<file path="config.mk">
export PLATFORM = sky130hd
export DESIGN_NAME = sbc_mode_ctrl
export DESIGN_NICKNAME = d
export VERILOG_FILES = /design/src/rtl/sbc_mode_pkg.sv /design/src/rtl/sbc_mode_ctrl.sv /design/src/rtl/sbc_tick_timer.sv
export VERILOG_INCLUDE_DIRS = /design/src /design/src/rtl
export SDC_FILE = /design/constraint.sdc
export NUM_CORES = 1
export LEC_CHECK = 0
export ABC_CLOCK_PERIOD_IN_PS = 4200
export BUFFER_PORTS_ARGS = -buffer_cell sky130_fd_sc_hd__buf_2
export CORE_ASPECT_RATIO = 1.2
export CORE_MARGIN = 1
export CORE_UTILIZATION = 25
export DETAILED_ROUTE_END_ITERATION = 8
export PLACE_DENSITY = 0.5
export SYNTH_ARGS = -nofsm -noshare
export SYNTH_HDL_FRONTEND = slang
export SYNTH_HIERARCHICAL = 1
export SYNTH_SLANG_ARGS = --single-unit
</file>
<file path="constraint.sdc">
create_clock -name clk -period 4.2 [get_ports clk]
set_input_delay 1.05 -clock clk [delete_from_list [all_inputs] [get_ports clk]]
set_output_delay 1.05 -clock clk [all_outputs]
set_load 0.02 [all_outputs]
</file>
<file path="src/rtl/sbc_mode_params.svh">
`ifndef SBC_MODE_PARAMS_SVH
`define SBC_MODE_PARAMS_SVH
// timebase: one tick per microsecond at 125 MHz
`define CLK_PERIOD_NS 8
`define TICK_NS 1000
`define TICK_CYC (`TICK_NS / `CLK_PERIOD_NS)
// times in microseconds
`define NR_TIMEOUT_US 350000
`define RESET_DUR_US 15000
`define INT_PULSE_US 10
`define FIRST_SERIAL_US 50
`define OC_DEGLITCH_US 40
// watchdog periods in microseconds, selected by the two-bit field
`define WD_PER0_US 10000
`define WD_PER1_US 45000
`define WD_PER2_US 100000
`define WD_PER3_US 350000
// mode codes carried by a mode control write
`define MODE_CODE_SLEEP 2'h0
`define MODE_CODE_STOP 2'h1
`define MODE_CODE_NORMAL 2'h2
`define MODE_CODE_STANDBY 2'h3
`endif

</file>
<file path="src/rtl/sbc_mode_pkg.sv">
package sbc_mode_pkg;
    typedef enum logic [2:0] {
        ST_RESET, ST_NREQ, ST_NORMAL, ST_STANDBY, ST_STOP, ST_SLEEP
    } sbc_mode_e;
    typedef logic [1:0] mode_code_t;
endpackage

</file>
<file path="src/rtl/sbc_mode_ctrl.sv">
`include "sbc_mode_params.svh"
module sbc_mode_ctrl
    import sbc_mode_pkg::*;
#(
    parameter int RESET_DUR_US = `RESET_DUR_US,
    parameter int NR_TIMEOUT_US = `NR_TIMEOUT_US,
    parameter int INT_PULSE_US = `INT_PULSE_US
) (
    input wire logic clk, // 125 MHz system clock
    input wire logic rstn, // async reset, active low
    input wire logic cs_n_pin, // serial chip select pin, active low
    input wire logic vdd_ok, // supply above reset threshold (pin)
    input wire logic can_wake, // CAN wake detected (pin level)
    input wire logic [3:0] wake_inputs, // wake input lines (pin)
    input wire logic forced_wake, // forced wake timer expiry (pin)
    input wire logic stop_overcurrent, // above stop_overcurrent_threshold
    input wire logic can_rx_msg, // CAN message received (pin)
    input wire logic mode_wr, // mode_control_reg write, one cycle
    input wire sbc_mode_pkg::mode_code_t mode_code, // mode code of that write
    input wire logic timing_wr, // timing_subreg write, one cycle
    input wire logic window_select, // 1: window watchdog
    input wire logic period_sel_lo, // period field low bit
    input wire logic period_sel_hi, // period field high bit
    input wire logic rcr_wr, // reset_control_reg write, one cycle
    input wire logic stop_watchdog_enable, // data of that write
    output logic reset_out_n, // MCU reset, active low
    output logic watchdog_fault_out_n, // watchdog fault, active low
    output logic int_out_n, // interrupt pulse, active low
    output logic vdd_reg_en, // main regulator enable
    output logic aux_regulator_ctrl, // secondary regulator control
    output logic can_tx_en, // CAN transmit allowed
    output logic can_wake_flag, // sticky CAN wake source
    output logic [3:0] wake_input_flag, // sticky wake input source
    output logic serial_accept, // serial commands accepted
    output logic [2:0] mode_state // current mode for status reads
);
    import sbc_mode_pkg::*;
    localparam int TICK_CYC = `TICK_CYC;
    localparam int OC_DEG_US = `OC_DEGLITCH_US;
    localparam int FS_US = `FIRST_SERIAL_US;

    sbc_mode_e st_r, st_nxt;
    logic [1:0] cs_s_r, vdd_s_r, can_s_r, fw_s_r, oc_s_r, rx_s_r;
    logic [7:0] wk_s_r;
    logic cs_d_r;
    logic [6:0] tick_cnt_r;
    logic tick;
    logic from_sleep_r, win_r, wd_stop_r, fault_n_r, stop_pend_r;
    logic [1:0] per_r;
    logic can_flag_r;
    logic [3:0] wk_flag_r;
    logic [5:0] oc_deg_r;
    logic [5:0] fs_cnt_r;
    logic [3:0] pulse_cnt_r;
    logic int_n_r, rst_n_r, aux_r, vdd_en_r, tx_r, acc_r;

    // two-flop synchronisers on all pin inputs
    always_ff @(posedge clk or negedge rstn) begin
        if (!rstn) begin
            cs_s_r <= 2'h3;
            vdd_s_r <= 2'h0;
            can_s_r <= 2'h0;
            fw_s_r <= 2'h0;
            oc_s_r <= 2'h0;
            rx_s_r <= 2'h0;
            wk_s_r <= 8'h00;
            cs_d_r <= 1'b1;
        end else begin
            cs_s_r <= {cs_s_r[0], cs_n_pin};
            vdd_s_r <= {vdd_s_r[0], vdd_ok};
            can_s_r <= {can_s_r[0], can_wake};
            fw_s_r <= {fw_s_r[0], forced_wake};
            oc_s_r <= {oc_s_r[0], stop_overcurrent};
            rx_s_r <= {rx_s_r[0], can_rx_msg};
            wk_s_r <= {wk_s_r[3:0], wake_inputs};
            cs_d_r <= cs_s_r[1];
        end
    end

    wire cs_rise = cs_s_r[1] && !cs_d_r;
    wire vdd_good = vdd_s_r[1];
    wire [3:0] wk_now = wk_s_r[7:4];

    // microsecond timebase
    assign tick = (tick_cnt_r == 7'(TICK_CYC - 1));
    always_ff @(posedge clk or negedge rstn) begin
        if (!rstn) tick_cnt_r <= 7'h0;
        else tick_cnt_r <= tick ? 7'h0 : tick_cnt_r + 7'h1;
    end

    // command qualification: ignored during the first-serial delay
    wire cmd_ok = acc_r;
    wire mode_cmd = mode_wr && cmd_ok;
    wire tim_cmd = timing_wr && cmd_ok;
    wire in_wd_mode = (st_r == ST_NORMAL) || (st_r == ST_STANDBY)
        || (st_r == ST_STOP && wd_stop_r);

    // watchdog period selection
    wire [18:0] per_us = (per_r == 2'h0) ? 19'(`WD_PER0_US) :
        (per_r == 2'h1) ? 19'(`WD_PER1_US) :
        (per_r == 2'h2) ? 19'(`WD_PER2_US) : 19'(`WD_PER3_US);
    // a clear restarts with the period it carries, not the stored one
    wire [1:0] per_wr = {period_sel_hi, period_sel_lo};
    wire [18:0] per_wr_us = (per_wr == 2'h0) ? 19'(`WD_PER0_US) :
        (per_wr == 2'h1) ? 19'(`WD_PER1_US) :
        (per_wr == 2'h2) ? 19'(`WD_PER2_US) : 19'(`WD_PER3_US);

    // one shared timer: reset duration, normal-request timeout, watchdog
    logic tmr_start, tmr_stop, tmr_run, tmr_done;
    logic [18:0] tmr_load, tmr_cnt;
    sbc_tick_timer u_tmr (
        .clk(clk),
        .rstn(rstn),
        .tick(tick),
        .start(tmr_start),
        .stop(tmr_stop),
        .load_us(tmr_load),
        .running(tmr_run),
        .done(tmr_done),
        .count(tmr_cnt)
    );

    // open window is the later half of the period
    wire closed_win = win_r && (tmr_cnt > {1'b0, per_us[18:1]});
    wire wd_bad = in_wd_mode && st_r != ST_STOP && tim_cmd
        && closed_win;
    wire wd_expire = in_wd_mode && tmr_done;
    wire wd_reset = wd_bad || wd_expire;
    wire nr_timeout = (st_r == ST_NREQ) && tmr_done;
    wire oc_wake = oc_s_r[1] && (oc_deg_r == 6'h0);
    wire host_wake = cs_rise;
    wire dev_wake = can_s_r[1] || (|wk_now) || fw_s_r[1];
    wire stop_wake = host_wake || dev_wake || oc_wake;
    wire sleep_wake = dev_wake || host_wake;

    // next mode and timer control
    always_comb begin
        st_nxt = st_r;
        tmr_start = 1'b0;
        tmr_stop = 1'b0;
        tmr_load = 19'(RESET_DUR_US);
        if (!vdd_good && st_r != ST_SLEEP) begin
            st_nxt = ST_RESET;
            tmr_start = 1'b1;
        end else begin
            unique case (st_r)
                ST_RESET: if (tmr_done) begin
                    st_nxt = ST_NREQ;
                    tmr_start = 1'b1;
                    tmr_load = 19'(NR_TIMEOUT_US);
                end
                ST_NREQ: if (tim_cmd) begin
                    st_nxt = ST_NORMAL;
                    tmr_start = 1'b1;
                    tmr_load = per_wr_us;
                end else if (nr_timeout) begin
                    st_nxt = from_sleep_r ? ST_SLEEP : ST_RESET;
                    tmr_start = !from_sleep_r;
                    tmr_stop = from_sleep_r;
                end
                ST_NORMAL, ST_STANDBY: if (wd_reset) begin
                    st_nxt = ST_RESET;
                    tmr_start = 1'b1;
                end else begin
                    if (tim_cmd) begin
                        tmr_start = 1'b1;
                        tmr_load = per_wr_us;
                    end
                    if (mode_cmd) begin
                        unique case (mode_code)
                            `MODE_CODE_NORMAL: st_nxt = ST_NORMAL;
                            `MODE_CODE_STANDBY: st_nxt = ST_STANDBY;
                            `MODE_CODE_SLEEP: begin
                                st_nxt = ST_SLEEP;
                                tmr_stop = 1'b1;
                            end
                            `MODE_CODE_STOP: ;
                        endcase
                    end
                    if (stop_pend_r && cs_rise) begin
                        st_nxt = ST_STOP;
                        tmr_stop = !wd_stop_r;
                    end
                end
                ST_STOP: if (wd_expire) begin
                    st_nxt = ST_RESET;
                    tmr_start = 1'b1;
                end else if (stop_wake) begin
                    st_nxt = ST_NREQ;
                    tmr_start = 1'b1;
                    tmr_load = 19'(NR_TIMEOUT_US);
                end
                ST_SLEEP: if (sleep_wake) begin
                    st_nxt = ST_RESET;
                    tmr_start = 1'b1;
                end
            endcase
        end
    end

    // mode register and per-mode bookkeeping
    always_ff @(posedge clk or negedge rstn) begin
        if (!rstn) begin
            st_r <= ST_RESET;
            from_sleep_r <= 1'b0;
            stop_pend_r <= 1'b0;
        end else begin
            st_r <= st_nxt;
            if (st_r == ST_SLEEP && st_nxt == ST_RESET) from_sleep_r <= 1'b1;
            else if (st_nxt != ST_RESET && st_nxt != ST_NREQ)
                from_sleep_r <= 1'b0;
            // stop waits for the frame's closing chip-select edge
            if (mode_cmd && mode_code == `MODE_CODE_STOP
                && (st_r == ST_NORMAL || st_r == ST_STANDBY))
                stop_pend_r <= 1'b1;
            else if (cs_rise || st_nxt == ST_RESET) stop_pend_r <= 1'b0;
        end
    end

    // watchdog configuration; window mode is the reset default
    always_ff @(posedge clk or negedge rstn) begin
        if (!rstn) begin
            win_r <= 1'b1;
            per_r <= 2'h0;
            wd_stop_r <= 1'b0;
            fault_n_r <= 1'b1;
        end else begin
            if (tim_cmd && !wd_bad) begin
                win_r <= window_select;
                per_r <= per_wr;
            end
            if (rcr_wr && cmd_ok) wd_stop_r <= stop_watchdog_enable;
            // a bad write sets the fault even though it is a timing write
            if (wd_reset) fault_n_r <= 1'b0;
            else if (tim_cmd && (st_r == ST_NREQ || in_wd_mode))
                fault_n_r <= 1'b1;
        end
    end

    // overcurrent deglitch, re-armed on every stop entry
    always_ff @(posedge clk or negedge rstn) begin
        if (!rstn) oc_deg_r <= 6'h0;
        else if (st_r != ST_STOP) oc_deg_r <= 6'(OC_DEG_US);
        else if (tick && oc_deg_r != 6'h0) oc_deg_r <= oc_deg_r - 6'h1;
    end

    // wake source flags; set wins over clear by timing write
    always_ff @(posedge clk or negedge rstn) begin
        if (!rstn) begin
            can_flag_r <= 1'b0;
            wk_flag_r <= 4'h0;
        end else begin
            if ((st_r == ST_STOP || st_r == ST_SLEEP) && can_s_r[1])
                can_flag_r <= 1'b1;
            else if (st_r == ST_STANDBY && rx_s_r[1])
                can_flag_r <= 1'b1;
            else if (tim_cmd) can_flag_r <= 1'b0;
            if (st_r == ST_STOP || st_r == ST_SLEEP)
                wk_flag_r <= wk_flag_r | wk_now;
            else if (tim_cmd) wk_flag_r <= 4'h0;
        end
    end

    // interrupt pulse then first-serial delay after a stop wake
    wire stop_to_nreq = (st_r == ST_STOP) && (st_nxt == ST_NREQ);
    always_ff @(posedge clk or negedge rstn) begin
        if (!rstn) begin
            pulse_cnt_r <= 4'h0;
            fs_cnt_r <= 6'h0;
            int_n_r <= 1'b1;
            acc_r <= 1'b1;
        end else begin
            if (stop_to_nreq) begin
                pulse_cnt_r <= 4'(INT_PULSE_US);
                int_n_r <= 1'b0;
                acc_r <= 1'b0;
            end else if (!int_n_r) begin
                if (tick) pulse_cnt_r <= pulse_cnt_r - 4'h1;
                if (tick && pulse_cnt_r == 4'h1) begin
                    int_n_r <= 1'b1;
                    fs_cnt_r <= 6'(FS_US);
                end
            end else if (!acc_r && tick) begin
                fs_cnt_r <= fs_cnt_r - 6'h1;
                if (fs_cnt_r <= 6'h1) acc_r <= 1'b1;
            end
        end
    end

    // outputs registered from the next mode
    always_ff @(posedge clk or negedge rstn) begin
        if (!rstn) begin
            rst_n_r <= 1'b0;
            vdd_en_r <= 1'b1;
            aux_r <= 1'b0;
            tx_r <= 1'b0;
        end else begin
            rst_n_r <= (st_nxt != ST_RESET) && (st_nxt != ST_SLEEP)
                && vdd_good;
            vdd_en_r <= (st_nxt != ST_SLEEP);
            aux_r <= (st_nxt == ST_NORMAL);
            tx_r <= (st_nxt == ST_NORMAL);
        end
    end

    assign reset_out_n = rst_n_r;
    assign watchdog_fault_out_n = fault_n_r;
    assign int_out_n = int_n_r;
    assign vdd_reg_en = vdd_en_r;
    assign aux_regulator_ctrl = aux_r;
    assign can_tx_en = tx_r;
    assign can_wake_flag = can_flag_r;
    assign wake_input_flag = wk_flag_r;
    assign serial_accept = acc_r;
    assign mode_state = st_r;

    // outputs mirror the mode register, so they are checked in the same cycle
    AST_STANDBY_AUX_OFF: assert property (@(posedge clk)
        disable iff (!rstn) st_r == ST_STANDBY |-> !aux_regulator_ctrl)
        else $error("aux regulator on in standby");
    AST_RESET_LOW: assert property (@(posedge clk)
        disable iff (!rstn) st_r == ST_RESET |-> !reset_out_n)
        else $error("reset output high in reset mode");
    AST_SLEEP_REG_OFF: assert property (@(posedge clk)
        disable iff (!rstn) st_r == ST_SLEEP |-> !vdd_reg_en)
        else $error("main regulator on in sleep");
    AST_STOP_WAKE_INT: assert property (@(posedge clk)
        disable iff (!rstn) stop_to_nreq |=> !int_out_n && st_r == ST_NREQ)
        else $error("no interrupt on stop wake");
    AST_CMD_BLOCKED: assert property (@(posedge clk)
        disable iff (!rstn) !int_out_n |-> !serial_accept)
        else $error("serial accepted during wake pulse");
    AST_STOP_AT_CS: assert property (@(posedge clk)
        disable iff (!rstn) (st_r != ST_STOP && st_nxt == ST_STOP)
        |-> cs_rise)
        else $error("stop entered without chip select rise");
    AST_CLOSED_RESET: assert property (@(posedge clk)
        disable iff (!rstn) wd_bad |=> st_r == ST_RESET && !fault_n_r)
        else $error("closed window write did not reset");
    AST_FAULT_LOW: assert property (@(posedge clk)
        disable iff (!rstn) wd_reset |=> ##1 !watchdog_fault_out_n)
        else $error("fault output not low after watchdog reset");
    AST_OC_DEGLITCH: assert property (@(posedge clk)
        disable iff (!rstn) $rose(st_r == ST_STOP) |-> !oc_wake[*8])
        else $error("overcurrent wake inside deglitch");
    AST_SLEEP_RETURN: assert property (@(posedge clk)
        disable iff (!rstn) nr_timeout && from_sleep_r && vdd_good
        && !tim_cmd |=> st_r == ST_SLEEP)
        else $error("no return to sleep");

    COV_STOP_WAKE: cover property (@(posedge clk) disable iff (!rstn)
        stop_to_nreq);
    COV_NR_TIMEOUT: cover property (@(posedge clk) disable iff (!rstn)
        nr_timeout);
    COV_CLOSED_WIN: cover property (@(posedge clk) disable iff (!rstn)
        wd_bad);
endmodule

</file>
<file path="src/rtl/sbc_tick_timer.sv">
// microsecond down-counter; loads on start, flags done when it reaches zero
module sbc_tick_timer (
    input wire logic clk, // system clock
    input wire logic rstn, // async reset, active low
    input wire logic tick, // one-microsecond strobe
    input wire logic start, // load and run
    input wire logic stop, // halt, count kept
    input wire logic [18:0] load_us, // start value in microseconds
    output logic running, // counting
    output logic done, // one-cycle pulse at expiry
    output logic [18:0] count // remaining microseconds
);
    logic [18:0] count_r;
    logic run_r;
    logic done_r;
    assign running = run_r;
    assign done = done_r;
    assign count = count_r;

    // restart beats stop so a reload in the same cycle is not lost
    always_ff @(posedge clk or negedge rstn) begin
        if (!rstn) begin
            count_r <= 19'h0;
            run_r <= 1'b0;
            done_r <= 1'b0;
        end else begin
            done_r <= 1'b0;
            if (start) begin
                count_r <= load_us;
                run_r <= 1'b1;
            end else if (stop) begin
                run_r <= 1'b0;
            end else if (run_r && tick) begin
                if (count_r <= 19'h1) begin
                    run_r <= 1'b0;
                    done_r <= 1'b1;
                    count_r <= 19'h0;
                end else begin
                    count_r <= count_r - 19'h1;
                end
            end
        end
    end
endmodule

</file>
==> results.py <==
metrics = {
    "run_status": {
        "outcome": "completed",
    },
    "placement": {
        "routabilityCongestion": 0.890,
        "post-place-ws_ps": 101,
        "dp_hpwl_microns": 9290,
        "dp_cells": 823,
        "numPortBuffers": 35,
    },
    "floorplanning": {
        "fp-row-count": 56,
        "start_util_pct": 25.6,
        "dieHeight_microns": 157,
        "die_w_microns": 131,
        "ios": 36,
        "core-area_sq_um": 19600,
        "die-area_sq_um": 20600,
    },
    "clock_tree": {
        "holdBufCountCts": 0,
        "cts_sinks": 85,
        "htreeDepth": 3,
        "cts.clk_slew.worst_paths_ps": 70,
        "cts_buffers": 9,
        "cts_tree": "yes",
        "clk_latency_ps": 350,
        "clk_path_buf_depth": 2,
        "postCtsSetupBuffers": 0,
        "ctsResizeCount": 0,
        "clockRootBuffer": "clkbuf_16",
    },
    "yosys": {
        "yosys_warnings": 6,
        "yosys_most_used_dff": "dfrtp_1",
        "synth_area_leaders": "dfrtp_1 (38%), ha_1 (9.0%), dfstp_2 (4.2%)",
        "synthCells": 533,
        "yosysUniqueCellTypes": 79,
        "synth_top_area_cell": "dfrtp_1",
        "yosysTopAreaCellShare_pct": 38.4,
        "synth-seq-area-share_pct": 42.6,
        "netlist_area_sq_um": 5010,
        "ys_ff_latch": 85,
        "synth.avg_cell_area_sq_um": 9.41,
        "synth_edf_count": 0,
        "synthArstFlopShare_pct": 100,
    },
    "worst_setup_path": {
        "worstSetupEndpointType": "register",
        "crit_slowest_cell": "dfrtp_1",
        "path_class": "register to register",
        "max_stage_delay_ps": 430,
        "timing.critical_path.cells": "inv_1 > ha_1 > or2_2 > ha_1 > and4bb_2 > nand4_1 > a311oi_2 > nor3_4 > nor2_4 > nor2_4 > nand3_1 > a21oi_1 > and3b_2 > nand2_1 > nor3_1 > mux2_2 > mux2_2",
        "path_max_fanout": 6,
        "required_ps": 4430,
        "crit_arrival_ps": 4240,
        "crit_path_start_kind": "register",
    },
    "route": {
        "drt_iter0_markers": 285,
        "drc": 0,
        "post_drt_wl_per_cell_microns": 14.9,
        "vias": 4065,
        "postRouteAntennaNets": 0,
        "drt-total-wl_microns": 12500,
        "via_per_inst": 4.85,
        "dr.pass1.iters": 5,
    },
    "timing": {
        "final_hold_viol_count": 0,
        "skew_ps": 11.4,
        "period_minus_slack_ps": 4010,
        "fin_crit_sh_pct": 95.4,
        "worstMarginPinSlew_ps": 947,
        "fin_ws_ps": 193,
        "maxSlewHeadroom_pct": 36.9,
        "grt_setup_unrepaired": "yes",
        "setup_viol": 0,
        "drv_slew": 0,
        "timing.fmax_mhz": 250,
    },
    "global_routing": {
        "grt_pass1_vias": 4008,
        "grt_use_total_pct": 12.6,
        "gr-total-overflow": 0,
        "grt_max_degree": 72,
        "grt_pass1_wl_microns": 20700,
        "antenna_found_initial": 0,
    },
    "hold_path": {
        "worstHoldPathType": "register to register",
    },
    "job": {
        "maxCapViolations": 0,
    },
    "cells_and_area": {
        "drive_gt1_share_pct": 18.0,
        "fin_cells": 839,
        "fillers": 2093,
        "num_antenna_cells": 0,
        "area_growth_pct": 15.3,
        "layout.nets": 630,
    },
    "power": {
        "swShare_pct": 25.8,
        "seqPwrFrac_pct": 49.3,
        "clkPwrFrac_pct": 42.7,
        "p_comb_share_pct": 7.9,
        "power.switching_uw": 453,
        "powerDensity_nw_per_um2": 304,
        "p_int_mw": 1.30,
        "p_leak_nw": 2.44,
        "peakVddDrop_v": 0.000188,
    },
}
==> placed cells by master (no fill, tap or decap), types with 5 or more instances in the layout <==
cell / Yosys / routed
o21ai_0: 36 / 36
conb_1: 2 / 5
nor4_1: 6 / 6
nand2b_1: 8 / 8
clkbuf_16: 0 / 9
inv_1: 30 / 30
and3_1: 10 / 10
nor2_1: 52 / 52
or2_2: 5 / 5
ha_1: 36 / 36
nand2_1: 43 / 43
nor3_1: 15 / 15
nand3_1: 20 / 20
nand4_1: 6 / 6
buf_4: 1 / 9
nor2b_1: 10 / 10
and2_1: 6 / 6
o31ai_1: 8 / 8
buf_2: 1 / 34
dfrtp_1: 77 / 77
dfstp_2: 8 / 8
mux2_2: 9 / 9
xor2_1: 8 / 8
a31oi_1: 6 / 6
a21oi_1: 28 / 27
==> final timing paths <==
path / start / to / slack (ps) / cells after the start
max: per_r[0]$_DFFE_PN0P_ / u_tmr/count[15]$_DFFE_PN0P_ / 190 / 17
min: wk_s_r[1]$_DFF_PN0_ / wk_s_r[5]$_DFF_PN0_ / 350 / 0
max reg2reg: per_r[0]$_DFFE_PN0P_ / u_tmr/count[15]$_DFFE_PN0P_ / 190 / 17
min reg2reg: wk_s_r[1]$_DFF_PN0_ / wk_s_r[5]$_DFF_PN0_ / 350 / 0
max in group asynchronous: rstn / wk_s_r[0]$_DFF_PN0_ / 2600 / 2
min in group asynchronous: rstn / per_r[0]$_DFFE_PN0P_ / 860 / 1
==> power groups by stage <==
stage	Clock [mW]	Sequential, mW	Combinational (mW)
floorplan	0	0.871	0.0874
global placement	0	0.882	0.136
detailed placement	0	0.882	0.139
CTS	0.777	0.867	0.140
global route	0.802	0.869	0.162
finish	0.750	0.867	0.140
==> registers in the layout (all words and copies together) (netlist names), 3 cells and up <==
signal           count
oc_deg_r             6
fs_cnt_r             6
tick_cnt_r           7
wk_s_r               8
wake_input_flag      4
mode_state           3
pulse_cnt_r          4
u_tmr/count         19
==> through the flow <==
stage	setup TNS (ps)	area [sq um]	utilization (%)	total power [mW]	hold WS [ps]
6_report	0	5780	29.5	1.76	348
4_1_cts	0	5770	29.4	1.78	350
3_5_place_dp	0	5490	28.0	1.02	335
2_1_floorplan	0	5030	-	0.958	331
3_3_place_gp	0	5490	28.0	1.02	335
5_1_grt	-58.0	5780	29.5	1.83	355
==> Yosys cell counts, types with 5 or more instances <==
library cell  instances
a21oi_1              28
a31oi_1               6
and2_1                6
and3_1               10
clkbuf_1              9
dfrtp_1              77
dfstp_2               8
ha_1                 36
inv_1                30
mux2_2                9
nand2_1              43
nand2b_1              8
nand3_1              20
nand4_1               6
nor2_1               52
nor2b_1              10
nor3_1               15
nor4_1                6
o21ai_0              36
o31ai_1               8
or2_2                 5
xor2_1                8
==> layout make-up <==
class / instances / area (sq um) / share of cell area, %
repair buffers: 43 / 238 / 4.11
inverters: 31 / 116 / 2.01
multi-input cells: 403 / 2690 / 46.5
clock inverters: 6 / 46.3 / 0.801
clock buffers: 10 / 229 / 3.96
well taps: 261 / 327 / 5.65
flip-flops and latches: 85 / 2140 / 37.0
==> critical path, delay by kind of cell (launching register included) <==
family | cells | cell delay (ps)
adder cells (fa/ha/maj) | 2 | 480
AND/OR/NAND/NOR | 10 | 1810
AO/OA/AOI/OAI | 2 | 470
multiplexers | 2 | 610
buffers and inverters | 1 | 90
flip-flops | 1 | 430
==> kinds of logic after synthesis <==
kind of cell | count (synthesis) | share of synthesized area [%]
AOI/OAI and AO/OA | 129 | 17.4
xor gates and xnor gates | 11 | 1.92
adders and majority gates | 36 | 8.98
buffers and inverters | 48 | 4.29
DFF | 85 | 42.6
muxes | 10 | 2.22
other | 2 | 0.150
and+or+nand+nor | 212 | 22.4
==> routing by layer <==
layer / global-route usage, % / part of all wire [%]
met1: 14.5 / 44
met2: 22.5 / 51
met3: 2.67 / 3.4
met4: 5.15 / 2.1
met5: 0 / 0
Power figures use the tool's default switching activity.
